File: src/pkg/sfphl_regs.vh
// Constants for the serial flash pin, pause and lane block.
// Assumes inclusion by the pin front end, its checker and its bench; definitions only.
`ifndef SFPHL_REGS_VH
`define SFPHL_REGS_VH
// Lane modes selected by the command decoder
`define SFPHL_MODE_W      2
`define SFPHL_MODE_SINGLE 2'h0
`define SFPHL_MODE_DUAL   2'h1
`define SFPHL_MODE_QUAD   2'h2
// Output byte and sync depth
`define SFPHL_BYTE_W      8
`define SFPHL_BITCNT_W    3
`define SFPHL_SYNC_W      3
`endif

File: src/hdl/sfphl_pins.v
// Pin front end of a serial flash: sampling, pause, one, two and four lane output.
// Assumes mclk runs well above the serial clock; pins are oversampled.
// Contract
// - Output bits change on falling serial clock
// - Dual read drives lanes one and zero
// - Quad read uses protect and pause pins
// - Protect pin level locks protected regions
// - Pause keeps selection and command state
// - Paused: ignore clock, data; output tri-stated
// - Self-timed cycles run on while paused
// - Floating protect pin reads as deasserted
// - Floating pause pin reads as inactive
// - Select edges frame operations; deselected tri-states
// - Input bits captured on rising serial clock
`timescale 1ns/100ps
`default_nettype none
`include "sfphl_regs.vh"
module sfphl_pins (
  input  wire                      mclk,
  input  wire                      rstn,
  input  wire                      cs_n,
  input  wire                      sck,
  input  wire                      lane_zero_in,
  input  wire                      lane_one_in,
  input  wire                      lane_two_in,
  input  wire                      lane_three_in,
  output reg                       lane_zero_out,
  output reg                       lane_one_out,
  output reg                       lane_two_out,
  output reg                       lane_three_out,
  output wire                      lane_zero_oe_n,
  output wire                      lane_one_oe_n,
  output wire                      lane_two_oe_n,
  output wire                      lane_three_oe_n,
  input  wire [`SFPHL_MODE_W-1:0]  out_mode,
  input  wire                      out_enable,
  input  wire [`SFPHL_BYTE_W-1:0]  tx_byte,
  output wire                      tx_take,
  output reg  [`SFPHL_BYTE_W-1:0]  rx_byte,
  output reg                       rx_valid,
  output wire                      op_start,
  output wire                      op_end,
  output reg                       selected,
  output wire                      paused,
  output wire                      write_protect_n
);
  // Three-stage samplers per pin; change counts when stages two and three agree
  localparam NPIN = 6;
  // Pull-ups idle select and lanes high; the clock idles low, so no false edge
  localparam [NPIN-1:0] PIN_IDLE = 6'h3D;
  wire [NPIN-1:0] raw = {lane_three_in, lane_two_in, lane_one_in, lane_zero_in, sck, cs_n};
  reg  [NPIN-1:0] s1;
  reg  [NPIN-1:0] s2;
  reg  [NPIN-1:0] s3;
  reg  [NPIN-1:0] filt;
  genvar g;
  generate
    for (g = 0; g < NPIN; g = g + 1) begin : g_sync
      // Floating protect and pause pins read inactive through their pull-ups
      always @(posedge mclk or negedge rstn) begin
        if (!rstn) begin
          s1[g]   <= PIN_IDLE[g];
          s2[g]   <= PIN_IDLE[g];
          s3[g]   <= PIN_IDLE[g];
          filt[g] <= PIN_IDLE[g];
        end else begin
          s1[g] <= raw[g];
          s2[g] <= s1[g];
          s3[g] <= s2[g];
          if (s2[g] == s3[g]) begin
            filt[g] <= s3[g];
          end
        end
      end
    end
  endgenerate

  wire cs_f  = filt[0];
  wire sck_f = filt[1];
  reg  cs_d;
  reg  sck_d;
  reg  pause_act;
  reg  [`SFPHL_BITCNT_W-1:0] in_cnt;
  reg  [`SFPHL_BYTE_W-1:0]   in_sh;
  reg  [`SFPHL_BYTE_W-1:0]   out_sh;
  reg  [`SFPHL_BITCNT_W-1:0] out_cnt;
  reg  out_loaded;

  // Quad mode owns the pause pin, so pausing is only possible outside it
  wire quad_on  = out_enable && (out_mode == `SFPHL_MODE_QUAD);
  wire dual_on  = out_enable && (out_mode == `SFPHL_MODE_DUAL);
  wire hold_pin = filt[5];
  wire sck_rise = sck_f && !sck_d && !pause_act && selected;
  wire sck_fall = !sck_f && sck_d && !pause_act && selected;
  assign op_start = cs_d && !cs_f;
  assign op_end   = !cs_d && cs_f;
  assign paused   = pause_act;
  // Protect level only meaningful while the pin is not a data lane
  assign write_protect_n = quad_on ? 1'b1 : filt[4];
  // No link to program or erase timers: pause gates only this block's receive and transmit shifters and drivers

  wire [`SFPHL_BITCNT_W-1:0] step =
    quad_on ? 3'h4 : (dual_on ? 3'h2 : 3'h1);
  wire [`SFPHL_BITCNT_W-1:0] next_out_cnt = out_cnt + step;

  // tx_take and the shifter agree on when a fresh byte is due
  wire load_now = !out_loaded || (out_cnt == 3'h0);
  wire [`SFPHL_BYTE_W-1:0] out_src = load_now ? tx_byte : out_sh;

  // Select tracking from filtered chip select edges
  always @(posedge mclk or negedge rstn) begin
    if (!rstn) begin
      cs_d     <= 1'b1;
      selected <= 1'b0;
    end else begin
      cs_d <= cs_f;
      if (op_start) begin
        selected <= 1'b1;
      end else if (op_end) begin
        selected <= 1'b0;
      end
    end
  end

  // Clock edge memory frozen while paused so resume sees no false edge
  always @(posedge mclk or negedge rstn) begin
    if (!rstn) begin
      sck_d <= 1'b0;
    end else if (!pause_act) begin
      sck_d <= sck_f;
    end
  end

  // Deselect beats a pause request landing in the same cycle
  always @(posedge mclk or negedge rstn) begin
    if (!rstn) begin
      pause_act <= 1'b0;
    end else if (op_end) begin
      pause_act <= 1'b0;
    end else if (selected && !quad_on && !pause_act && !hold_pin && !sck_f) begin
      pause_act <= 1'b1;
    end else if (pause_act && hold_pin && !sck_f) begin
      pause_act <= 1'b0;
    end
  end

  // Receive shifter, MSB first on lane zero
  always @(posedge mclk or negedge rstn) begin
    if (!rstn) begin
      in_cnt   <= 3'h0;
      in_sh    <= 8'h00;
      rx_byte  <= 8'h00;
      rx_valid <= 1'b0;
    end else begin
      rx_valid <= 1'b0;
      if (op_start) begin
        in_cnt <= 3'h0;
      end else if (sck_rise && !out_enable) begin
        in_sh  <= {in_sh[6:0], filt[2]};
        in_cnt <= in_cnt + 3'h1;
        if (in_cnt == 3'h7) begin
          rx_byte  <= {in_sh[6:0], filt[2]};
          rx_valid <= 1'b1;
        end
      end
    end
  end

  // Transmit shifter; a new byte is taken when the lane count wraps
  always @(posedge mclk or negedge rstn) begin
    if (!rstn) begin
      out_sh     <= 8'h00;
      out_cnt    <= 3'h0;
      out_loaded <= 1'b0;
    end else if (op_start) begin
      out_cnt    <= 3'h0;
      out_loaded <= 1'b0;
    end else if (sck_fall && out_enable) begin
      out_loaded <= 1'b1;
      out_cnt    <= next_out_cnt;
      if (quad_on) begin
        out_sh <= {out_src[3:0], 4'h0};
      end else if (dual_on) begin
        out_sh <= {out_src[5:0], 2'h0};
      end else begin
        out_sh <= {out_src[6:0], 1'b0};
      end
    end
  end

  // Lane pins follow the shifter source on the same falling edge, MSB first
  always @(posedge mclk or negedge rstn) begin
    if (!rstn) begin
      lane_zero_out  <= 1'b0;
      lane_one_out   <= 1'b0;
      lane_two_out   <= 1'b0;
      lane_three_out <= 1'b0;
    end else if (sck_fall && out_enable) begin
      if (quad_on) begin
        {lane_three_out, lane_two_out, lane_one_out, lane_zero_out} <= out_src[7:4];
      end else if (dual_on) begin
        {lane_one_out, lane_zero_out} <= out_src[7:6];
      end else begin
        lane_one_out <= out_src[7];
      end
    end
  end

  // Combinational so the byte source can change right after the take
  assign tx_take = sck_fall && out_enable && load_now;
  // Drivers off unless selected, unpaused and outputting
  wire drive = selected && !pause_act && out_enable;
  assign lane_one_oe_n   = !drive;
  assign lane_zero_oe_n  = !(drive && (dual_on || quad_on));
  assign lane_two_oe_n   = !(drive && quad_on);
  assign lane_three_oe_n = !(drive && quad_on);
endmodule
`default_nettype wire

File: config.mk
export PLATFORM = sky130hd
export DESIGN_NAME = sfphl_pins
export DESIGN_NICKNAME = d
export VERILOG_FILES = /design/src/hdl/sfphl_pins.v
export VERILOG_INCLUDE_DIRS = /design/src /design/src/pkg
export SDC_FILE = /design/constraint.sdc
export NUM_CORES = 1
export LEC_CHECK = 0
export ABC_AREA = 1
export BUFFER_PORTS_ARGS = -buffer_cell sky130_fd_sc_hd__buf_2
export CORE_MARGIN = 2
export CORE_UTILIZATION = 49
export CTS_CLUSTER_SIZE = 25
export DETAILED_ROUTE_END_ITERATION = 10
export PLACE_DENSITY = 0.74
export SYNTH_ARGS = -nofsm -noshare
export SYNTH_HDL_FRONTEND = slang
export SYNTH_SLANG_ARGS = --single-unit
File: constraint.sdc
create_clock -name mclk -period 1.5 [get_ports mclk]
set_input_delay 0 -clock mclk [delete_from_list [all_inputs] [get_ports mclk]]
set_output_delay 0 -clock mclk [all_outputs]
set_load 0.03 [all_outputs]
# Yosys cells after proc, flatten, opt, wreduce, memory -nomap -nowiden
# Cells that the tools add are included.
[classes] addsub=2 n_bitwise=1 n_reduce_logical=48 muxes=23 n_eq_ne=8
[ops] op="two-way mux 8 bit" n=3
[ops] op="logical AND 1 bit" n=23
[ops] op="two-way mux 3 bit" n=5
[ops] op="two-way mux 1 bit" n=14
[ops] op="zero test 1 bit" n=12
[ops] op="AND reduction 2 bit" n=4
[ops] op="nonzero test 2 bit" n=4
[ops] op="== test 1 bit" n=5
[ops] op="adder 3 x 1 -> 3 bit (second input constant)" n=1
[ops] op="adder 3 bit" n=1
[ops] op="== test 3 bit (second input constant)" n=1
[ops] op="zero test 3 bit" n=1
[ops] op="AND reduction 3 bit" n=1
[ops] op="nonzero test 3 bit" n=1
[ops] op="== test 2 x 1 -> 1 bit (second input constant)" n=1
[ops] op="== test 2 bit (second input constant)" n=1
[ops] op="logical OR 1 bit" n=2
[ops] op="two-way mux 2 bit" n=1
[ops] op="NOT 1 bit" n=1
[totals] reg_bits=59 input_bits=19 elab_cells=117

# Depth between registers and ports, before layout
[logic_depth] word_depth=9 depth_mapped=9 depth_no_buf=9

# Worst setup path before layout
# Ideal clock, no wire load.
[synth_timing] kind="reg-to-reg" start="register filt[0], in the netlist cs_f" end="register rx_byte[4]" arrival_time_ns=1.590 synth_period_minus_slack_ns=1.708 path_slack_ns=-0.208 stages_incl_launch_ff=8 required_time_ns=1.382 n_path_buf=1 setup_time_ns=0.118 path_cell_list="dfstp_2 inv_1 ha_1 inv_1 nand3_4 buf_6 nand2_2 o21ai_2"
[synth_between] elab_chain_len=4
[synth_lines] element="start, declared" line="sfphl_pins.v:55" source="reg [NPIN-1:0] filt;"
[synth_lines] element="start signal, assigned by index" line="sfphl_pins.v:65" source="filt[g] <= PIN_IDLE[g];"
[synth_lines] element="start signal, assigned by index" line="sfphl_pins.v:71" source="filt[g] <= s3[g];"
[synth_lines] element="zero test 1 bit" line="sfphl_pins.v:95" source="assign op_start = cs_d && !cs_f;"
[synth_lines] element="logical AND 1 bit" line="sfphl_pins.v:95"
[synth_lines] element="named net op_start" line="sfphl_pins.v:41" source="output wire op_start,"
[synth_lines] element="NOT 1 bit (no line)"
[synth_lines] element="AND reduction 3 bit (no line)"
[synth_lines] element="end signal, assigned" line="sfphl_pins.v:162" source="rx_byte <= {in_sh[6:0], filt[2]};"
[synth_lines] element="end, declared" line="sfphl_pins.v:39" source="output reg [`SFPHL_BYTE_W-1:0] rx_byte,"
# The timed path passes the listed nets, and every way through them passes these cells.
# A chain may end at the register's enable or synchronous reset.

# Worst setup path in the final report
[layout_timing] start="register out_cnt[0]" end="register out_cnt[2]"
[layout_between] elab_chain_len=3
[layout_lines] element="start, declared" line="sfphl_pins.v:86" source="reg [`SFPHL_BITCNT_W-1:0] out_cnt;"
[layout_lines] element="start signal, assigned" line="sfphl_pins.v:180" source="out_cnt <= next_out_cnt;"
[layout_lines] element="adder 3 bit" line="sfphl_pins.v:104" source="wire [`SFPHL_BITCNT_W-1:0] next_out_cnt = out_cnt + step;"
[layout_lines] element="two-way mux 3 bit" line="sfphl_pins.v:178" source="end else if (sck_fall && out_enable) begin"
[layout_lines] element="two-way mux 3 bit" line="sfphl_pins.v:175" source="end else if (op_start) begin"
# Every way passes these cells. The select of a mux whose other input is x is not followed.

==> results.md <==
- Status: complete, no violations
- Fill count: around 420
- Reg2reg start: out_cnt[0]
- Final Hold Viols: 0
- Post-synthesis register bit count: 58
- FF-to-FF End: out_cnt[2]
- Die Wd: about 77 um
- RSZ-0062 raised after global routing: yes
- Share of cells above drive strength 1: approximately 36%
- Setup TNS: 0 ns
- Final Max Tran Viols: 0
- Cells after Synth: 270
- Leak: about 1.7 nW
- Die span in y: 76.67 um
- Maximum vdd drop: 0.0009826 V
- Area grow syn2layout: 28.58%
- WL final: roughly 5000 um
- Crit path kind: register to register
- R2r setup slk: between 0.02 and 0.025 ns
- TritonCTS Buffers: 9
- Synth Area per Inst: 9.583 sq um
- HPWL after DPL: roughly 3200 um
- Top cell type's share of synthesized area: between 30% and 40%
- ANT cells: 0
- Initial Util: 50.66%
- Final worst-path cycle share: a little over nine tenths
- Critical path endpoint category: register
- Worst clock skew: ~0.0076 ns
- Number of I/O port buffers: 40
- 1st-iter DRT viols: between 100 and 150
- Max Buffers Root-to-Sink: 2
- Clock latency on the worst-skew pair: 0.33 ns
- Final setup viols: 0
- Slew headroom: 79.53%
- Register area share after synthesis: between 50% and 60%
- Warnings, synthesis: 0
- Startpoint types: register
- Ports: between 40 and 50
- Power density cells: 1291 mW/mm^2
- Worst EP required: about 1.7 ns
- Placed cells: around 380
- Worst hold path cell count: 5
- Core Area: approximately 0.0051 sq mm
- Routability Congestion: 0.8505
- Vias: ~2000
- Vias in the first global route: roughly 1900
- Slew @ Worst Pin: about 0.3 ns
- Reg2reg path depth: 6
- Routed Antenna Nets: 0
- Min Clock Period, post-route: roughly 1.5 ns
- GRT Total Usage: between 10% and 20%
- First-pass GRT wire length: between 8000 and 9000 um
- Vias/cell: ~4.8
- Cell variety after synth: 28
- Post-Layout Cell Count: ~420
- Clk sinks: 58
- Clock transition at path regs: roughly 0.07 ns
- Largest cells by area after synthesis: dfrtp_1 40%, dfstp_2 17%, nand2_1 10%, nand3_1 5.2%, inv_1 4.4%
- Arrival time worst endpoint: around 1.7 ns
- Mapped cell area: 0.002587 sq mm
- Die area: between 0.005 and 0.006 sq mm
- DRT Pass-1 Iters: 4
- Pre-CTS setup slack: -0.01100 ns
- Final #Nets: 368
- Largest net degree at the start of global routing: 59
- Fmax: 677.6 MHz
- Critical path startpoint: out_cnt[0]
- Crit path max fanout: 3
- Root Buffer: clkbuf_8
- Max_cap viols: 0
- Fin worst setup slack: between 0.02 and 0.025 ns
- Hold Path Class: primary input to register
- Tot Pwr: between 4 and 5 mW
- Syn nets: 295
- Post-DR wirelength/cell: around 12 um
- Antenna violations before repair: 0
- Area leader, netlist: dfrtp_1
- CTS tree: built
- CTS H-Tree Depth: 3
- Total gr overflow: 0
- DRC errors left: 0
- # rows: 26
- Critical Path End: out_cnt[2]
## synth_stat cells
cell and number:
o21ai_0 4, a21oi_1 1, o21ai_1 7, nand2_2 6, nand3_1 27, nor2_1 21, buf_2 1, o21ai_2 8
or2_2 1, inv_1 30, dfstp_2 17, xnor2_1 2, nand3_4 2, nor3_4 1, nor2_4 3, fa_1 1
nor3b_1 1, ha_1 5, buf_4 1, nand2_1 71, dfrtp_1 41, inv_2 3, o22ai_1 3, maj3_1 5
clkbuf_1 1, buf_6 3, a31oi_1 1, nor2_2 3
## critical path, cell delays in order (launching register included)
cell and delay, ns:
dfrtp_1 0.39, ha_1 0.16, inv_1 0.05, fa_2 0.36, xnor2_2 0.15, xnor2_1 0.16, o22ai_1 0.08
## routing by layer
metal	part of all wire [%]	track usage, %
met2	49	29.04
met3	4.7	5.059
met1	45	21.63
met4	1.3	7.273
met5	0	0
## what timing repair did
| action | in CTS | in global routing |
|---|---|---|
| hold endpoints to repair | 64 | 0 |
| endpoints found under the setup margin | 6 | 23 |
| buffers inserted | 0 | 9 |
| gates cloned | 1 | 1 |
| pin swaps | 1 | 6 |
| gates resized for setup | 3 | 9 |
| hold buffers | 7 | 0 |
## state kept, by name, summed over array words and instances, names as in the netlist, 2 cells and up
register  count
in_sh         7
rx_byte       8
s1            5
filt          2
out_sh        7
s2            5
out_cnt       3
in_cnt        3
s3            5
## how the worst min path moves through the flow
stage	startpoint	endpoint	slack, ns
3_3_place_gp	rstn	lane_zero_out	0.02
5_1_grt	tx_byte[7]	lane_three_out	0.04
6_report	tx_byte[7]	lane_three_out	0.01
3_5_place_dp	rstn	lane_zero_out	0.02
2_1_floorplan	rstn	in_cnt[0]	-0.30
4_1_cts	tx_byte[7]	lane_three_out	0.005
## per-stage QoR
stage	cell area [sq um]	hold WS (ns)	utilization (%)
finish	3327	0.01208	65.14
global route	3327	0.04454	65.14
CTS	3227	0.005257	63.18
detailed placement	2915	0.02398	57.08
global placement	2915	0.02362	57.08
floorplan	2590	-0.2956	-
## cell type report
class	count	area, sq um	area share [%]
timing repair buffer	66	431.7	12.97
sequential	58	1474	44.30
inverter	33	126.4	3.798
clock buffer	11	141.4	4.250
tap	70	87.58	2.633
clock inverter	5	77.57	2.332
multi-input combinational	175	988.4	29.71
## logic make-up after synthesis
group / after synthesis / synth area share, %
adder cells (fa/ha/maj): 11 / 5.126
AO/OA/AOI/OAI: 24 / 5.996
flip-flops: 58 / 56.91
AND/OR/NAND/NOR: 136 / 24.57
buffers and inverters: 39 / 6.721
XOR/XNOR: 2 / 0.6771
## placed cells by master, fill, tap and decap left out, types with 5 or more instances in the layout
master and count:
buf_2 39, buf_4 18, clkbuf_8 10, dfrtp_1 40, dfstp_2 17, dlygate4sd3_1 7, inv_1 29, maj3_1 5
nand2_1 71, nand2_2 5, nand3_1 27, nor2_1 20, o21ai_1 7, o21ai_2 8
## power by group
part	leakage [nW]	internal (mW)	switching [mW]
sequential	0.720	1.81	0.132
clock	0.109	0.975	0.595
combinational	0.838	0.304	0.485
total	1.67	3.08	1.21
Power figures use the tool's default switching activity.
